===== config.mk =====
export PLATFORM = sky130hd
export DESIGN_NAME = pbu_blend_device_flat
export DESIGN_NICKNAME = d
export VERILOG_FILES = /design/src/hw/pbu_pkg.sv /design/src/hw/pbu_pixel_bus_if.sv /design/src/hw/pbu_blend_device.sv /design/src/flat_wrapper.sv
export SDC_FILE = /design/constraint.sdc
export NUM_CORES = 1
export LEC_CHECK = 0
export BUFFER_PORTS_ARGS = -buffer_cell sky130_fd_sc_hd__clkbuf_2
export CAP_MARGIN = 40
export CORE_ASPECT_RATIO = 0.75
export CORE_UTILIZATION = 50
export CTS_BUF_LIST = sky130_fd_sc_hd__clkbuf_4
export CTS_CLUSTER_DIAMETER = 120
export DETAILED_ROUTE_END_ITERATION = 10
export PLACE_DENSITY = 0.74
export RECOVER_POWER = 50
export SYNTH_ARGS = -nofsm -noshare
export SYNTH_HDL_FRONTEND = slang
export SYNTH_SLANG_ARGS = --single-unit

===== constraint.sdc =====
create_clock -name mclk -period 4.5 [get_ports mclk]
set_input_delay 0 -clock mclk [delete_from_list [all_inputs] [get_ports mclk]]
set_output_delay 0 -clock mclk [all_outputs]
set_load 0.02 [all_outputs]

===== src/hw/pbu_pkg.sv =====
package pbu_pkg;
  localparam int UNITS = 4;
  localparam int LANE_W = 8;
  localparam int FRAC_W = 9;
  localparam int SUM_W = 10;
  localparam int PROD_W = 17;
  localparam int BUS_W = 32;
  localparam int OP_W = 3;
  localparam int ALPHA_UNIT = 3;
  localparam int ALPHA_LSB = 24;
  localparam int PROD_LSB = 8;
  localparam int PROD_MSB = 15;
  localparam logic [OP_W-1:0] OP_INIT_TWO_CYCLE = 3'h6;
  localparam logic [OP_W-1:0] OP_STATEFUL_WRITE = 3'h0;
  localparam logic [FRAC_W-1:0] FRAC_ONE = 9'h100;
  localparam logic [LANE_W-1:0] SAT_MAX = 8'hFF;
  localparam logic [LANE_W-1:0] SAT_MIN = 8'h00;
  localparam logic [1:0] PASS_IN_ALL = 2'h3;

  typedef enum logic [2:0] {
    PBU_FR_BUS, PBU_FR_ALPHA_BUS, PBU_FR_PBUF, PBU_FR_CONST, PBU_FR_ONE
  } pbu_frac_sel_t;

  typedef enum logic [2:0] {
    PBU_DT_PBUF, PBU_DT_PBUF_INV, PBU_DT_ASAT, PBU_DT_SRC_ALPHA,
    PBU_DT_DST_ALPHA, PBU_DT_DST_ALPHA_INV
  } pbu_data_sel_t;

  typedef enum logic [1:0] {
    PBU_AD_BUS, PBU_AD_CONST, PBU_AD_PBUF
  } pbu_add_sel_t;

  typedef enum logic {
    PBU_LB_ADD, PBU_LB_MPY
  } pbu_loop_sel_t;
endpackage


===== src/hw/pbu_pixel_bus_if.sv =====
`timescale 1ns/1ns
interface pbu_pixel_bus_if;
  logic [pbu_pkg::BUS_W-1:0] pixel_data_bus;
  logic [pbu_pkg::UNITS-1:0] pixel_extension_bits;
  logic [pbu_pkg::OP_W-1:0] pixel_op_code;
  logic pixel_write_enable;
  logic [pbu_pkg::UNITS-1:0] pixel_byte_enable;

  modport host (
    output pixel_data_bus,
    output pixel_extension_bits,
    output pixel_op_code,
    output pixel_write_enable,
    output pixel_byte_enable
  );

  modport device (
    input pixel_data_bus,
    input pixel_extension_bits,
    input pixel_op_code,
    input pixel_write_enable,
    input pixel_byte_enable
  );
endinterface


===== src/hw/pbu_blend_device.sv =====
`timescale 1ns/1ns
module pbu_blend_device (
  input wire logic mclk,
  input wire logic nrst,
  pbu_pixel_bus_if.device bus,
  input wire logic [pbu_pkg::BUS_W-1:0] pbuf_rd_data,
  input wire logic [pbu_pkg::UNITS*pbu_pkg::FRAC_W-1:0] const_value,
  input wire logic pass_out,
  input wire logic [1:0] pass_in,
  input pbu_pkg::pbu_frac_sel_t frac_sel_color,
  input pbu_pkg::pbu_frac_sel_t frac_sel_alpha,
  input pbu_pkg::pbu_data_sel_t data_sel_color,
  input pbu_pkg::pbu_data_sel_t data_sel_alpha,
  input pbu_pkg::pbu_add_sel_t add_sel_color,
  input pbu_pkg::pbu_add_sel_t add_sel_alpha,
  input pbu_pkg::pbu_data_sel_t pre_data_sel_color,
  input pbu_pkg::pbu_data_sel_t pre_data_sel_alpha,
  input pbu_pkg::pbu_loop_sel_t loop_sel_color,
  input pbu_pkg::pbu_loop_sel_t loop_sel_alpha,
  output logic [pbu_pkg::BUS_W-1:0] pbuf_wr_data,
  output logic [pbu_pkg::UNITS-1:0] pbuf_wr_be,
  output logic preblend_armed
);
  typedef enum logic {
    PBU_PH_NORMAL, PBU_PH_ARMED
  } pbu_phase_t;

  typedef struct packed {
    pbu_phase_t phase;
    logic [pbu_pkg::UNITS-1:0][pbu_pkg::LANE_W-1:0] loop_mpy;
    logic [pbu_pkg::UNITS-1:0][pbu_pkg::LANE_W-1:0] loop_add;
    logic [pbu_pkg::BUS_W-1:0] wr_data;
    logic [pbu_pkg::UNITS-1:0] wr_be;
  } pbu_dev_state_t;

  pbu_dev_state_t st_ff;
  pbu_dev_state_t nxt_st;

  logic [pbu_pkg::LANE_W-1:0] src_alpha;
  logic [pbu_pkg::LANE_W-1:0] dst_alpha;
  logic [pbu_pkg::LANE_W-1:0] asat;
  logic is_init;
  logic is_write;
  logic two_cycle;
  logic pass_ok;
  logic [pbu_pkg::UNITS-1:0][pbu_pkg::LANE_W-1:0] unit_prod;
  logic [pbu_pkg::UNITS-1:0][pbu_pkg::LANE_W-1:0] unit_clamped;

  // source alpha rides the top byte of the bus, destination alpha the top buffer byte
  assign src_alpha = bus.pixel_data_bus[pbu_pkg::ALPHA_LSB +: pbu_pkg::LANE_W];
  assign dst_alpha = pbuf_rd_data[pbu_pkg::ALPHA_LSB +: pbu_pkg::LANE_W];
  // one-minus by inversion: off by one count from true 1-x, but costs no adder
  assign asat = (src_alpha < ~dst_alpha) ? src_alpha : ~dst_alpha;

  assign is_init = bus.pixel_write_enable && (bus.pixel_op_code == pbu_pkg::OP_INIT_TWO_CYCLE);
  assign is_write = bus.pixel_write_enable && (bus.pixel_op_code != pbu_pkg::OP_INIT_TWO_CYCLE);
  assign two_cycle = (st_ff.phase == PBU_PH_ARMED);
  assign pass_ok = pass_out && (pass_in == pbu_pkg::PASS_IN_ALL);

  for (genvar u = 0; u < pbu_pkg::UNITS; u++) begin : g_unit
    logic [pbu_pkg::LANE_W-1:0] lane;
    logic lane_x;
    logic [pbu_pkg::LANE_W-1:0] pbyte;
    logic [pbu_pkg::FRAC_W-1:0] kval;
    pbu_pkg::pbu_frac_sel_t fsel;
    pbu_pkg::pbu_data_sel_t dsel;
    pbu_pkg::pbu_add_sel_t asel;
    pbu_pkg::pbu_loop_sel_t lsel;
    logic [pbu_pkg::FRAC_W-1:0] frac_raw;
    logic [pbu_pkg::FRAC_W-1:0] frac;
    logic [pbu_pkg::LANE_W-1:0] data;
    logic [pbu_pkg::SUM_W-1:0] addend;
    logic [pbu_pkg::PROD_W-1:0] prod_full;
    logic [pbu_pkg::SUM_W-1:0] sum;

    assign lane = bus.pixel_data_bus[u*pbu_pkg::LANE_W +: pbu_pkg::LANE_W];
    assign lane_x = bus.pixel_extension_bits[u];
    assign pbyte = pbuf_rd_data[u*pbu_pkg::LANE_W +: pbu_pkg::LANE_W];
    assign kval = const_value[u*pbu_pkg::FRAC_W +: pbu_pkg::FRAC_W];

    // the alpha unit has its own selections, so alpha-saturate can use f on colour, 1 on alpha
    always_comb begin
      if (u == pbu_pkg::ALPHA_UNIT) begin
        fsel = frac_sel_alpha;
        dsel = is_init ? pre_data_sel_alpha : data_sel_alpha;
        asel = add_sel_alpha;
        lsel = loop_sel_alpha;
      end else begin
        fsel = frac_sel_color;
        dsel = is_init ? pre_data_sel_color : data_sel_color;
        asel = add_sel_color;
        lsel = loop_sel_color;
      end
    end

    always_comb begin
      if (is_init) begin
        frac_raw = {lane_x, lane};
      end else begin
        unique case (fsel)
          pbu_pkg::PBU_FR_BUS: frac_raw = {lane_x, lane};
          pbu_pkg::PBU_FR_ALPHA_BUS: frac_raw = {bus.pixel_extension_bits[pbu_pkg::ALPHA_UNIT],
                                                 src_alpha};
          pbu_pkg::PBU_FR_PBUF: frac_raw = {1'b0, pbyte};
          pbu_pkg::PBU_FR_CONST: frac_raw = kval;
          pbu_pkg::PBU_FR_ONE: frac_raw = pbu_pkg::FRAC_ONE;
          default: frac_raw = pbu_pkg::FRAC_ONE;
        endcase
      end
    end

    assign frac = (frac_raw > pbu_pkg::FRAC_ONE) ? pbu_pkg::FRAC_ONE : frac_raw;

    always_comb begin
      unique case (dsel)
        pbu_pkg::PBU_DT_PBUF: data = pbyte;
        pbu_pkg::PBU_DT_PBUF_INV: data = ~pbyte;
        pbu_pkg::PBU_DT_ASAT: data = asat;
        pbu_pkg::PBU_DT_SRC_ALPHA: data = src_alpha;
        pbu_pkg::PBU_DT_DST_ALPHA: data = dst_alpha;
        pbu_pkg::PBU_DT_DST_ALPHA_INV: data = ~dst_alpha;
        default: data = pbyte;
      endcase
    end

    // 1.00h times 255 gives FF00h, so the kept byte never overflows
    assign prod_full = {{(pbu_pkg::PROD_W-pbu_pkg::FRAC_W){1'b0}}, frac} *
                       {{(pbu_pkg::PROD_W-pbu_pkg::LANE_W){1'b0}}, data};
    assign unit_prod[u] = prod_full[pbu_pkg::PROD_MSB:pbu_pkg::PROD_LSB];

    always_comb begin
      if (is_init) begin
        addend = {lane_x, lane_x, lane};
      end else if (two_cycle) begin
        unique case (lsel)
          pbu_pkg::PBU_LB_ADD: addend = {2'b00, st_ff.loop_add[u]};
          pbu_pkg::PBU_LB_MPY: addend = {2'b00, st_ff.loop_mpy[u]};
        endcase
      end else begin
        unique case (asel)
          pbu_pkg::PBU_AD_BUS: addend = {lane_x, lane_x, lane};
          pbu_pkg::PBU_AD_CONST: addend = {kval[pbu_pkg::FRAC_W-1], kval};
          pbu_pkg::PBU_AD_PBUF: addend = {2'b00, pbyte};
          default: addend = {2'b00, pbyte};
        endcase
      end
    end

    assign sum = {2'b00, unit_prod[u]} + addend;

    always_comb begin
      if (sum[pbu_pkg::SUM_W-1]) begin
        unit_clamped[u] = pbu_pkg::SAT_MIN;
      end else if (sum[pbu_pkg::SUM_W-2]) begin
        unit_clamped[u] = pbu_pkg::SAT_MAX;
      end else begin
        unit_clamped[u] = sum[pbu_pkg::LANE_W-1:0];
      end
    end
  end

  always_comb begin
    nxt_st = st_ff;
    nxt_st.wr_be = '0;
    if (is_init) begin
      // preblend writes nothing; it only parks product and lane addend
      nxt_st.phase = PBU_PH_ARMED;
      for (int i = 0; i < pbu_pkg::UNITS; i++) begin
        nxt_st.loop_mpy[i] = unit_prod[i];
        nxt_st.loop_add[i] = bus.pixel_data_bus[i*pbu_pkg::LANE_W +: pbu_pkg::LANE_W];
      end
    end else if (is_write) begin
      nxt_st.phase = PBU_PH_NORMAL;
      nxt_st.wr_data = unit_clamped;
      if (pass_ok) begin
        nxt_st.wr_be = bus.pixel_byte_enable;
      end
    end
  end

  always_ff @(posedge mclk or negedge nrst) begin
    if (!nrst) begin
      st_ff <= '0;
    end else begin
      st_ff <= nxt_st;
    end
  end

  assign pbuf_wr_data = st_ff.wr_data;
  assign pbuf_wr_be = st_ff.wr_be;
  assign preblend_armed = (st_ff.phase == PBU_PH_ARMED);
endmodule // pbu_blend_device


===== src/flat_wrapper.sv =====
// flat-port wrapper written by rule: the top's interface ports become plain ports
module pbu_blend_device_flat 
  (mclk, nrst, pbuf_rd_data, const_value, pass_out, pass_in, frac_sel_color, frac_sel_alpha, data_sel_color, data_sel_alpha, add_sel_color, add_sel_alpha, pre_data_sel_color, pre_data_sel_alpha, loop_sel_color, loop_sel_alpha, pbuf_wr_data, pbuf_wr_be, preblend_armed, bus_pixel_data_bus, bus_pixel_extension_bits, bus_pixel_op_code, bus_pixel_write_enable, bus_pixel_byte_enable);
  pbu_pixel_bus_if bus_i ();
  input wire logic mclk;
  input wire logic nrst;
  input wire logic [pbu_pkg::BUS_W-1:0] pbuf_rd_data;
  input wire logic [pbu_pkg::UNITS*pbu_pkg::FRAC_W-1:0] const_value;
  input wire logic pass_out;
  input wire logic [1:0] pass_in;
  input pbu_pkg::pbu_frac_sel_t frac_sel_color;
  input pbu_pkg::pbu_frac_sel_t frac_sel_alpha;
  input pbu_pkg::pbu_data_sel_t data_sel_color;
  input pbu_pkg::pbu_data_sel_t data_sel_alpha;
  input pbu_pkg::pbu_add_sel_t add_sel_color;
  input pbu_pkg::pbu_add_sel_t add_sel_alpha;
  input pbu_pkg::pbu_data_sel_t pre_data_sel_color;
  input pbu_pkg::pbu_data_sel_t pre_data_sel_alpha;
  input pbu_pkg::pbu_loop_sel_t loop_sel_color;
  input pbu_pkg::pbu_loop_sel_t loop_sel_alpha;
  output logic [pbu_pkg::BUS_W-1:0] pbuf_wr_data;
  output logic [pbu_pkg::UNITS-1:0] pbuf_wr_be;
  output logic preblend_armed;
  input wire logic [$bits(bus_i.pixel_data_bus)-1:0] bus_pixel_data_bus;
  input wire logic [$bits(bus_i.pixel_extension_bits)-1:0] bus_pixel_extension_bits;
  input wire logic [$bits(bus_i.pixel_op_code)-1:0] bus_pixel_op_code;
  input wire logic [$bits(bus_i.pixel_write_enable)-1:0] bus_pixel_write_enable;
  input wire logic [$bits(bus_i.pixel_byte_enable)-1:0] bus_pixel_byte_enable;
  assign bus_i.pixel_data_bus = bus_pixel_data_bus;
  assign bus_i.pixel_extension_bits = bus_pixel_extension_bits;
  assign bus_i.pixel_op_code = bus_pixel_op_code;
  assign bus_i.pixel_write_enable = bus_pixel_write_enable;
  assign bus_i.pixel_byte_enable = bus_pixel_byte_enable;
  pbu_blend_device u_core (.mclk(mclk), .nrst(nrst), .bus(bus_i), .pbuf_rd_data(pbuf_rd_data), .const_value(const_value), .pass_out(pass_out), .pass_in(pass_in), .frac_sel_color(frac_sel_color), .frac_sel_alpha(frac_sel_alpha), .data_sel_color(data_sel_color), .data_sel_alpha(data_sel_alpha), .add_sel_color(add_sel_color), .add_sel_alpha(add_sel_alpha), .pre_data_sel_color(pre_data_sel_color), .pre_data_sel_alpha(pre_data_sel_alpha), .loop_sel_color(loop_sel_color), .loop_sel_alpha(loop_sel_alpha), .pbuf_wr_data(pbuf_wr_data), .pbuf_wr_be(pbuf_wr_be), .preblend_armed(preblend_armed));
endmodule

; ---- Word-level counts from Yosys, hierarchy flattened
; Index checks and enable logic that the tools add are counted.
[word_totals]
register_bits = 101
[classes]
n_addsub = 4
n_mul = 4
magnitude_cmp = 5
eq_ne = 20
n_mux = 48
bitwise = 7
n_reduce_logical = 11
[ops]
columns = operator, n
row1 = $pmux W10 S2, 8
row2 = $pmux W8 S5, 3
row3 = $pmux W9 S4, 3
row4 = $mux W10, 8
row5 = $mux W8, 9
row6 = $mux W9, 8
row7 = $mul A9 B8 Y16, 4
row8 = $add A8 B10 Y10, 4
row9 = $gt A9 B9 Y1 const B, 4
row10 = $not A8 Y8, 4
row11 = $pmux W9 S3, 1
row12 = $eq A3 B2 Y1 const B, 8
row13 = $pmux W8 S3, 1
row14 = $eq A3 B1 Y1 const B, 4
row15 = $eq A3 B3 Y1 const B, 4
row16 = $mux W4, 3
row17 = $lt A8 B8 Y1, 1
row18 = $logic_not A3 Y1, 2
row19 = $mux W3, 2
row20 = $eq A2 B1 Y1 const B, 2
row21 = $logic_not A2 Y1, 2
row22 = $reduce_or A2 Y1, 2
row23 = $logic_and A1 B1 Y1, 3
row24 = $ne A3 B3 Y1 const B, 1
row25 = 5 further kinds, 8

; ---- Logic depth before layout (Yosys ltp)
[logic_depth]
ltp_word = 10
ltp_mapped = 39

; ---- Least setup slack after synthesis
; OpenSTA, ideal clock, no wires.
[synth_timing]
path_kind = in2reg
from = in bus_pixel_op_code[0]
to = reg u_core.st_ff (netlist bit u_core.pbuf_wr_data[24])
arrival_ps = 7673
required_ps = 4352
slack_ps = -3322
stages = 30
cell_sequence = and4b_1 buf_6 buf_4 buf_2 clkbuf_1 buf_1 buf_1 nand2_1 a21oi_1 nand2_1 fa_1 fa_1 inv_1 fa_1 fa_1 ha_1 or4b_2 o41ai_1 a21oi_1 xnor2_1 ha_1 a21o_1 a21oi_1 o21bai_1 a21oi_1 o21bai_1 a21oi_1 nor2b_1 o31ai_1 o21ai_0
[synth_via]
elab_chain_cells = 10
word_cells_on_any_way = 21
[synth_lines]
columns = item, line_no
row1 = start: declaration, flat_wrapper.sv:26  ; input wire logic [$bits(bus_i.pixel_op_code)-1:0] bus_pixel_op_code;
row2 = $eq A3 B3 Y1 (*), pbu_blend_device.sv:55  ; assign is_init = bus.pixel_write_enable && (bus.pixel_op_code == pbu_pkg::OP_INIT_TWO_CYCLE);
row3 = $logic_and A1 B1 Y1 (*), pbu_blend_device.sv:55
row4 = branches (longest 4 deep; another with $gt A9 B9 Y1), -
row5 = $mul A9 B8 Y16 (*), pbu_blend_device.sv:127  ; assign prod_full = {{(pbu_pkg::PROD_W-pbu_pkg::FRAC_W){1'b0}}, frac} *
row6 = named net u_core.g_unit[3].prod_full (one bit), pbu_blend_device.sv:73  ; logic [pbu_pkg::PROD_W-1:0] prod_full;
row7 = $add A8 B10 Y10 (*), pbu_blend_device.sv:149  ; assign sum = {2'b00, unit_prod[u]} + addend;
row8 = $mux W8, pbu_blend_device.sv:154  ; end else if (sum[pbu_pkg::SUM_W-2]) begin
row9 = $mux W8 (*), pbu_blend_device.sv:152  ; if (sum[pbu_pkg::SUM_W-1]) begin
row10 = end signal: assignment, pbu_blend_device.sv:185  ; st_ff <= nxt_st;
row11 = end: declaration, pbu_blend_device.sv:36  ; pbu_dev_state_t st_ff;
; Mark *: on every way through the listed nets, which the timed path passes.
; A chain may end at the register's enable or synchronous reset.

; ---- Worst setup path in the final report
[layout_timing]
from = in bus_pixel_data_bus[31]
to = reg u_core.st_ff (netlist bit u_core.pbuf_wr_data[23])
[layout_via]
elab_chain_cells = 8
word_cells_on_any_way = 11
[layout_lines]
columns = item, line_no
row1 = start: declaration, flat_wrapper.sv:24  ; input wire logic [$bits(bus_i.pixel_data_bus)-1:0] bus_pixel_data_bus;
row2 = $pmux W9 S4, pbu_blend_device.sv:100  ; unique case (fsel)
row3 = $mux W9, pbu_blend_device.sv:97  ; if (is_init) begin
row4 = $gt A9 B9 Y1, pbu_blend_device.sv:112  ; assign frac = (frac_raw > pbu_pkg::FRAC_ONE) ? pbu_pkg::FRAC_ONE : frac_raw;
row5 = $mux W9, pbu_blend_device.sv:112
row6 = $mul A9 B8 Y16 (*), pbu_blend_device.sv:127
row7 = named net u_core.g_unit[2].prod_full (one bit), pbu_blend_device.sv:73
row8 = $add A8 B10 Y10 (*), pbu_blend_device.sv:149
row9 = $mux W8, pbu_blend_device.sv:154
row10 = $mux W8 (*), pbu_blend_device.sv:152
; The timed path passes the listed nets; every way through them passes the cells marked *.

==> impl_metrics.toml <==
[run_status]
status = "complete, but fails checks"
violations = "max-capacitance violations, max-slew violations, negative setup slack"

[grt]
grt_usage = 0.3889
grt_pass1_vias = 18040
grt_max_degree = 59
grt_first_pass_wirelength_um = 104900
antenna_found_initial = 2
gr-total-overflow = 0

[cts]
cts_buffers = 9
clock_path_buffers = 2
htreeDepth = 3
clkTransAtPathRegs_ns = 0.17
cts_num_sinks = 101
clockRootBuffer = "clkbuf_4"
tritoncts = "done"
clkLatencyLatePin_ns = 0.49

[placement]
preCtsSetupSlack_ns = -3.804
routabilityCongestion = 1.030
hpwl_um = 56640
io_buffers = 177

[critical_path]
cpMostUsedCell = "fa_1"
cp.arrival_ns = 7.93
cp_slowest_stage_delay_ns = 0.53
r2r_cells = 16
cp_max_fo = 4
path_class = "in2reg"
slowest_stage = "fa_1"
critPathCaptureType = "flop"
startpoint_type = "input port"
required_ns = 4.87

[synthesis]
synth_warnings = 0
synth_common_cells = "nand2_1, nor2_1, inv_1"
synthesis.nets = 2650
netlist_area_mm2 = 0.01766
synth-seq-cells = 101
syn_inst = 2178
seq_area_frac_synth = 0.1431
synth_top_cell_area_share = 0.1859
synth_largest_area_cell = "fa_1"
syn_avg_cell_area_um2 = 8.108
synthFlopType = "dfrtp_1"
synth_area_leaders = "fa_1, dfrtp_1, ha_1"
post-synth-top-count-cell = "nand2_1"
synth_edf_count = 0
synth_cell_types = 77
async_flop_share = 1.000

[timing]
setup_slack_ns = -3.058
finalHoldViolations = 0
maxSlewViolCount = 104
fin_crit_sh = 1.680
finalSetupViolations = 64
fin_crit_ns = 7.558
finClkSkew_ns = 0.02725
max_freq_ghz = 0.1323
rsz0062_at_grt = "yes"
relSlewSlack = -1.035
worst_pin_slew_ns = 3.052

[power_and_ir_drop]
leakage_nw = 13.00
p_per_area_mw_per_mm2 = 330.4
p_total_w = 0.008315
peakVddDrop_mv = 0.3804

[route]
detail_route.iter0.violations = 2102
final_antenna_net_count = 0
wl_per_cell_um = 21.92
drc = 0
num_vias = 19040
top_layer = "met4"
wl_met1_um = 32350
firstDrtPassIters = 5
route.met3.wl_um = 7994
vias_per_cell = 5.746
drt_wl_total_um = 72630
met2_length_um = 30740

[worst_hold_path]
hold_depth = 5
holdCritPathClass = "in2reg"

[floorplanning]
io_pins = 178
start_util = 0.5089
die_h_um = 164.8
std_cell_rows = 59
die_area_mm2 = 0.03608
core_mm2 = 0.03470
die_width_um = 219

[finish]
layout-drive-gt1-share = 0.3872
area_growth_pct = 42.54
layout.nets = 3321
postLayoutCoreUtil = 0.7254

[flow_run]
drv_cap = 2
[worst paths after layout]
path                                              startpoint                             endpoint  slack (ns)
max                                   bus_pixel_data_bus[31]  u_core.pbuf_wr_data[23]$_DFFE_PN0P_       -3.06
min                                   bus_pixel_data_bus[17]         u_core.st_ff[53]$_DFFE_PN0P_        0.02
max reg2reg                u_core.preblend_armed$_DFFE_PN0P_  u_core.pbuf_wr_data[23]$_DFFE_PN0P_        0.75
min reg2reg                     u_core.st_ff[60]$_DFFE_PN0P_         u_core.st_ff[60]$_DFFE_PN0P_        0.50
max in group asynchronous                               nrst         u_core.st_ff[47]$_DFFE_PN0P_        1.90
min in group asynchronous                               nrst    u_core.preblend_armed$_DFFE_PN0P_        0.78
[state kept, by name, indices dropped and copies added (netlist names)]
name and flops:
u_core.pbuf_wr_data 32, u_core.pbuf_wr_be 4, u_core.preblend_armed 1, u_core.st_ff 64
[cell usage in the layout (no fill, tap or decap), types with 76 or more instances in the layout]
master / netlist / layout
inv_1: 229 / 207
fa_1: 164 / 156
ha_1: 167 / 148
buf_4: 42 / 521
mux2i_1: 84 / 76
nand2_1: 357 / 342
nor2_1: 262 / 246
dfrtp_1: 101 / 101
o21ai_0: 151 / 93
clkbuf_2: 0 / 142
[area by class of cell]
cell class | instances | area, um2
multi-input combinational | 1726 | 15320
fill | 2715 | 9527
timing repair buffer | 782 | 5764
sequential | 101 | 2527
inverter | 229 | 859.6
tap | 457 | 571.8
clock buffer | 10 | 75.07
clock inverter | 6 | 47.55
antenna | 2 | 5.005
[worst max-delay path: cells and delay by family]
family	cells	cell delay, ns
AO/OA/AOI/OAI	14	2.73
XOR/XNOR	3	0.71
adder cells (fa/ha/maj)	7	2.97
buffers and inverters	6	0.75
AND/OR/NAND/NOR	6	0.77
[metal layers]
| layer | track usage | vias to the layer above |
|---|---|---|
| met5 | 0 | - |
| met2 | 0.5624 | 968 |
| met1 | 0.5926 | 9448 |
| met3 | 0.07827 | 107 |
| met4 | 0.08333 | 0 |
| li1 | - | 8514 |
[through the flow]
step / std cells / hold slack [ns] / setup TNS, ns / area [um2]
after global routing: 3313 / 0.03095 / -145.63 / 25170
after floorplan: 2178 / -0.2956 / -111.42 / 17980
after global placement: 3168 / 0.02249 / -174.88 / 22450
final: 3313 / 0.02202 / -131.83 / 25170
after detailed placement: 3171 / 0.03435 / -184.86 / 22510
after CTS: 3277 / 0.008419 / -122.17 / 24190
[where the power goes]
part | internal [W] | total [W] | leakage [nW] | switching (W)
clock | 0.000125 | 0.000478 | 0.0610 | 0.000353
sequential | 0.00123 | 0.00141 | 1.25 | 0.000186
combinational | 0.00309 | 0.00643 | 11.7 | 0.00333
[timing repair]
action / 4_1_cts / 5_1_grt
hold buffers: 20 / 0
hold endpoints to repair: 58 / 0
pin swaps: 116 / 129
gates resized for setup: 179 / 174
setup endpoints to repair: 64 / 64
buffers inserted: 71 / 38
[logic make-up after synthesis]
kind of cell / Yosys count / synth area share
adders and majority gates: 331 / 0.3043
AOI/OAI and AO/OA: 394 / 0.1411
buffers and inverters: 351 / 0.08439
muxes: 129 / 0.09240
DFF: 101 / 0.1431
and+or+nand+nor: 797 / 0.1944
xor gates and xnor gates: 75 / 0.04039
Note: power is estimated with default switching activity, not from simulation.
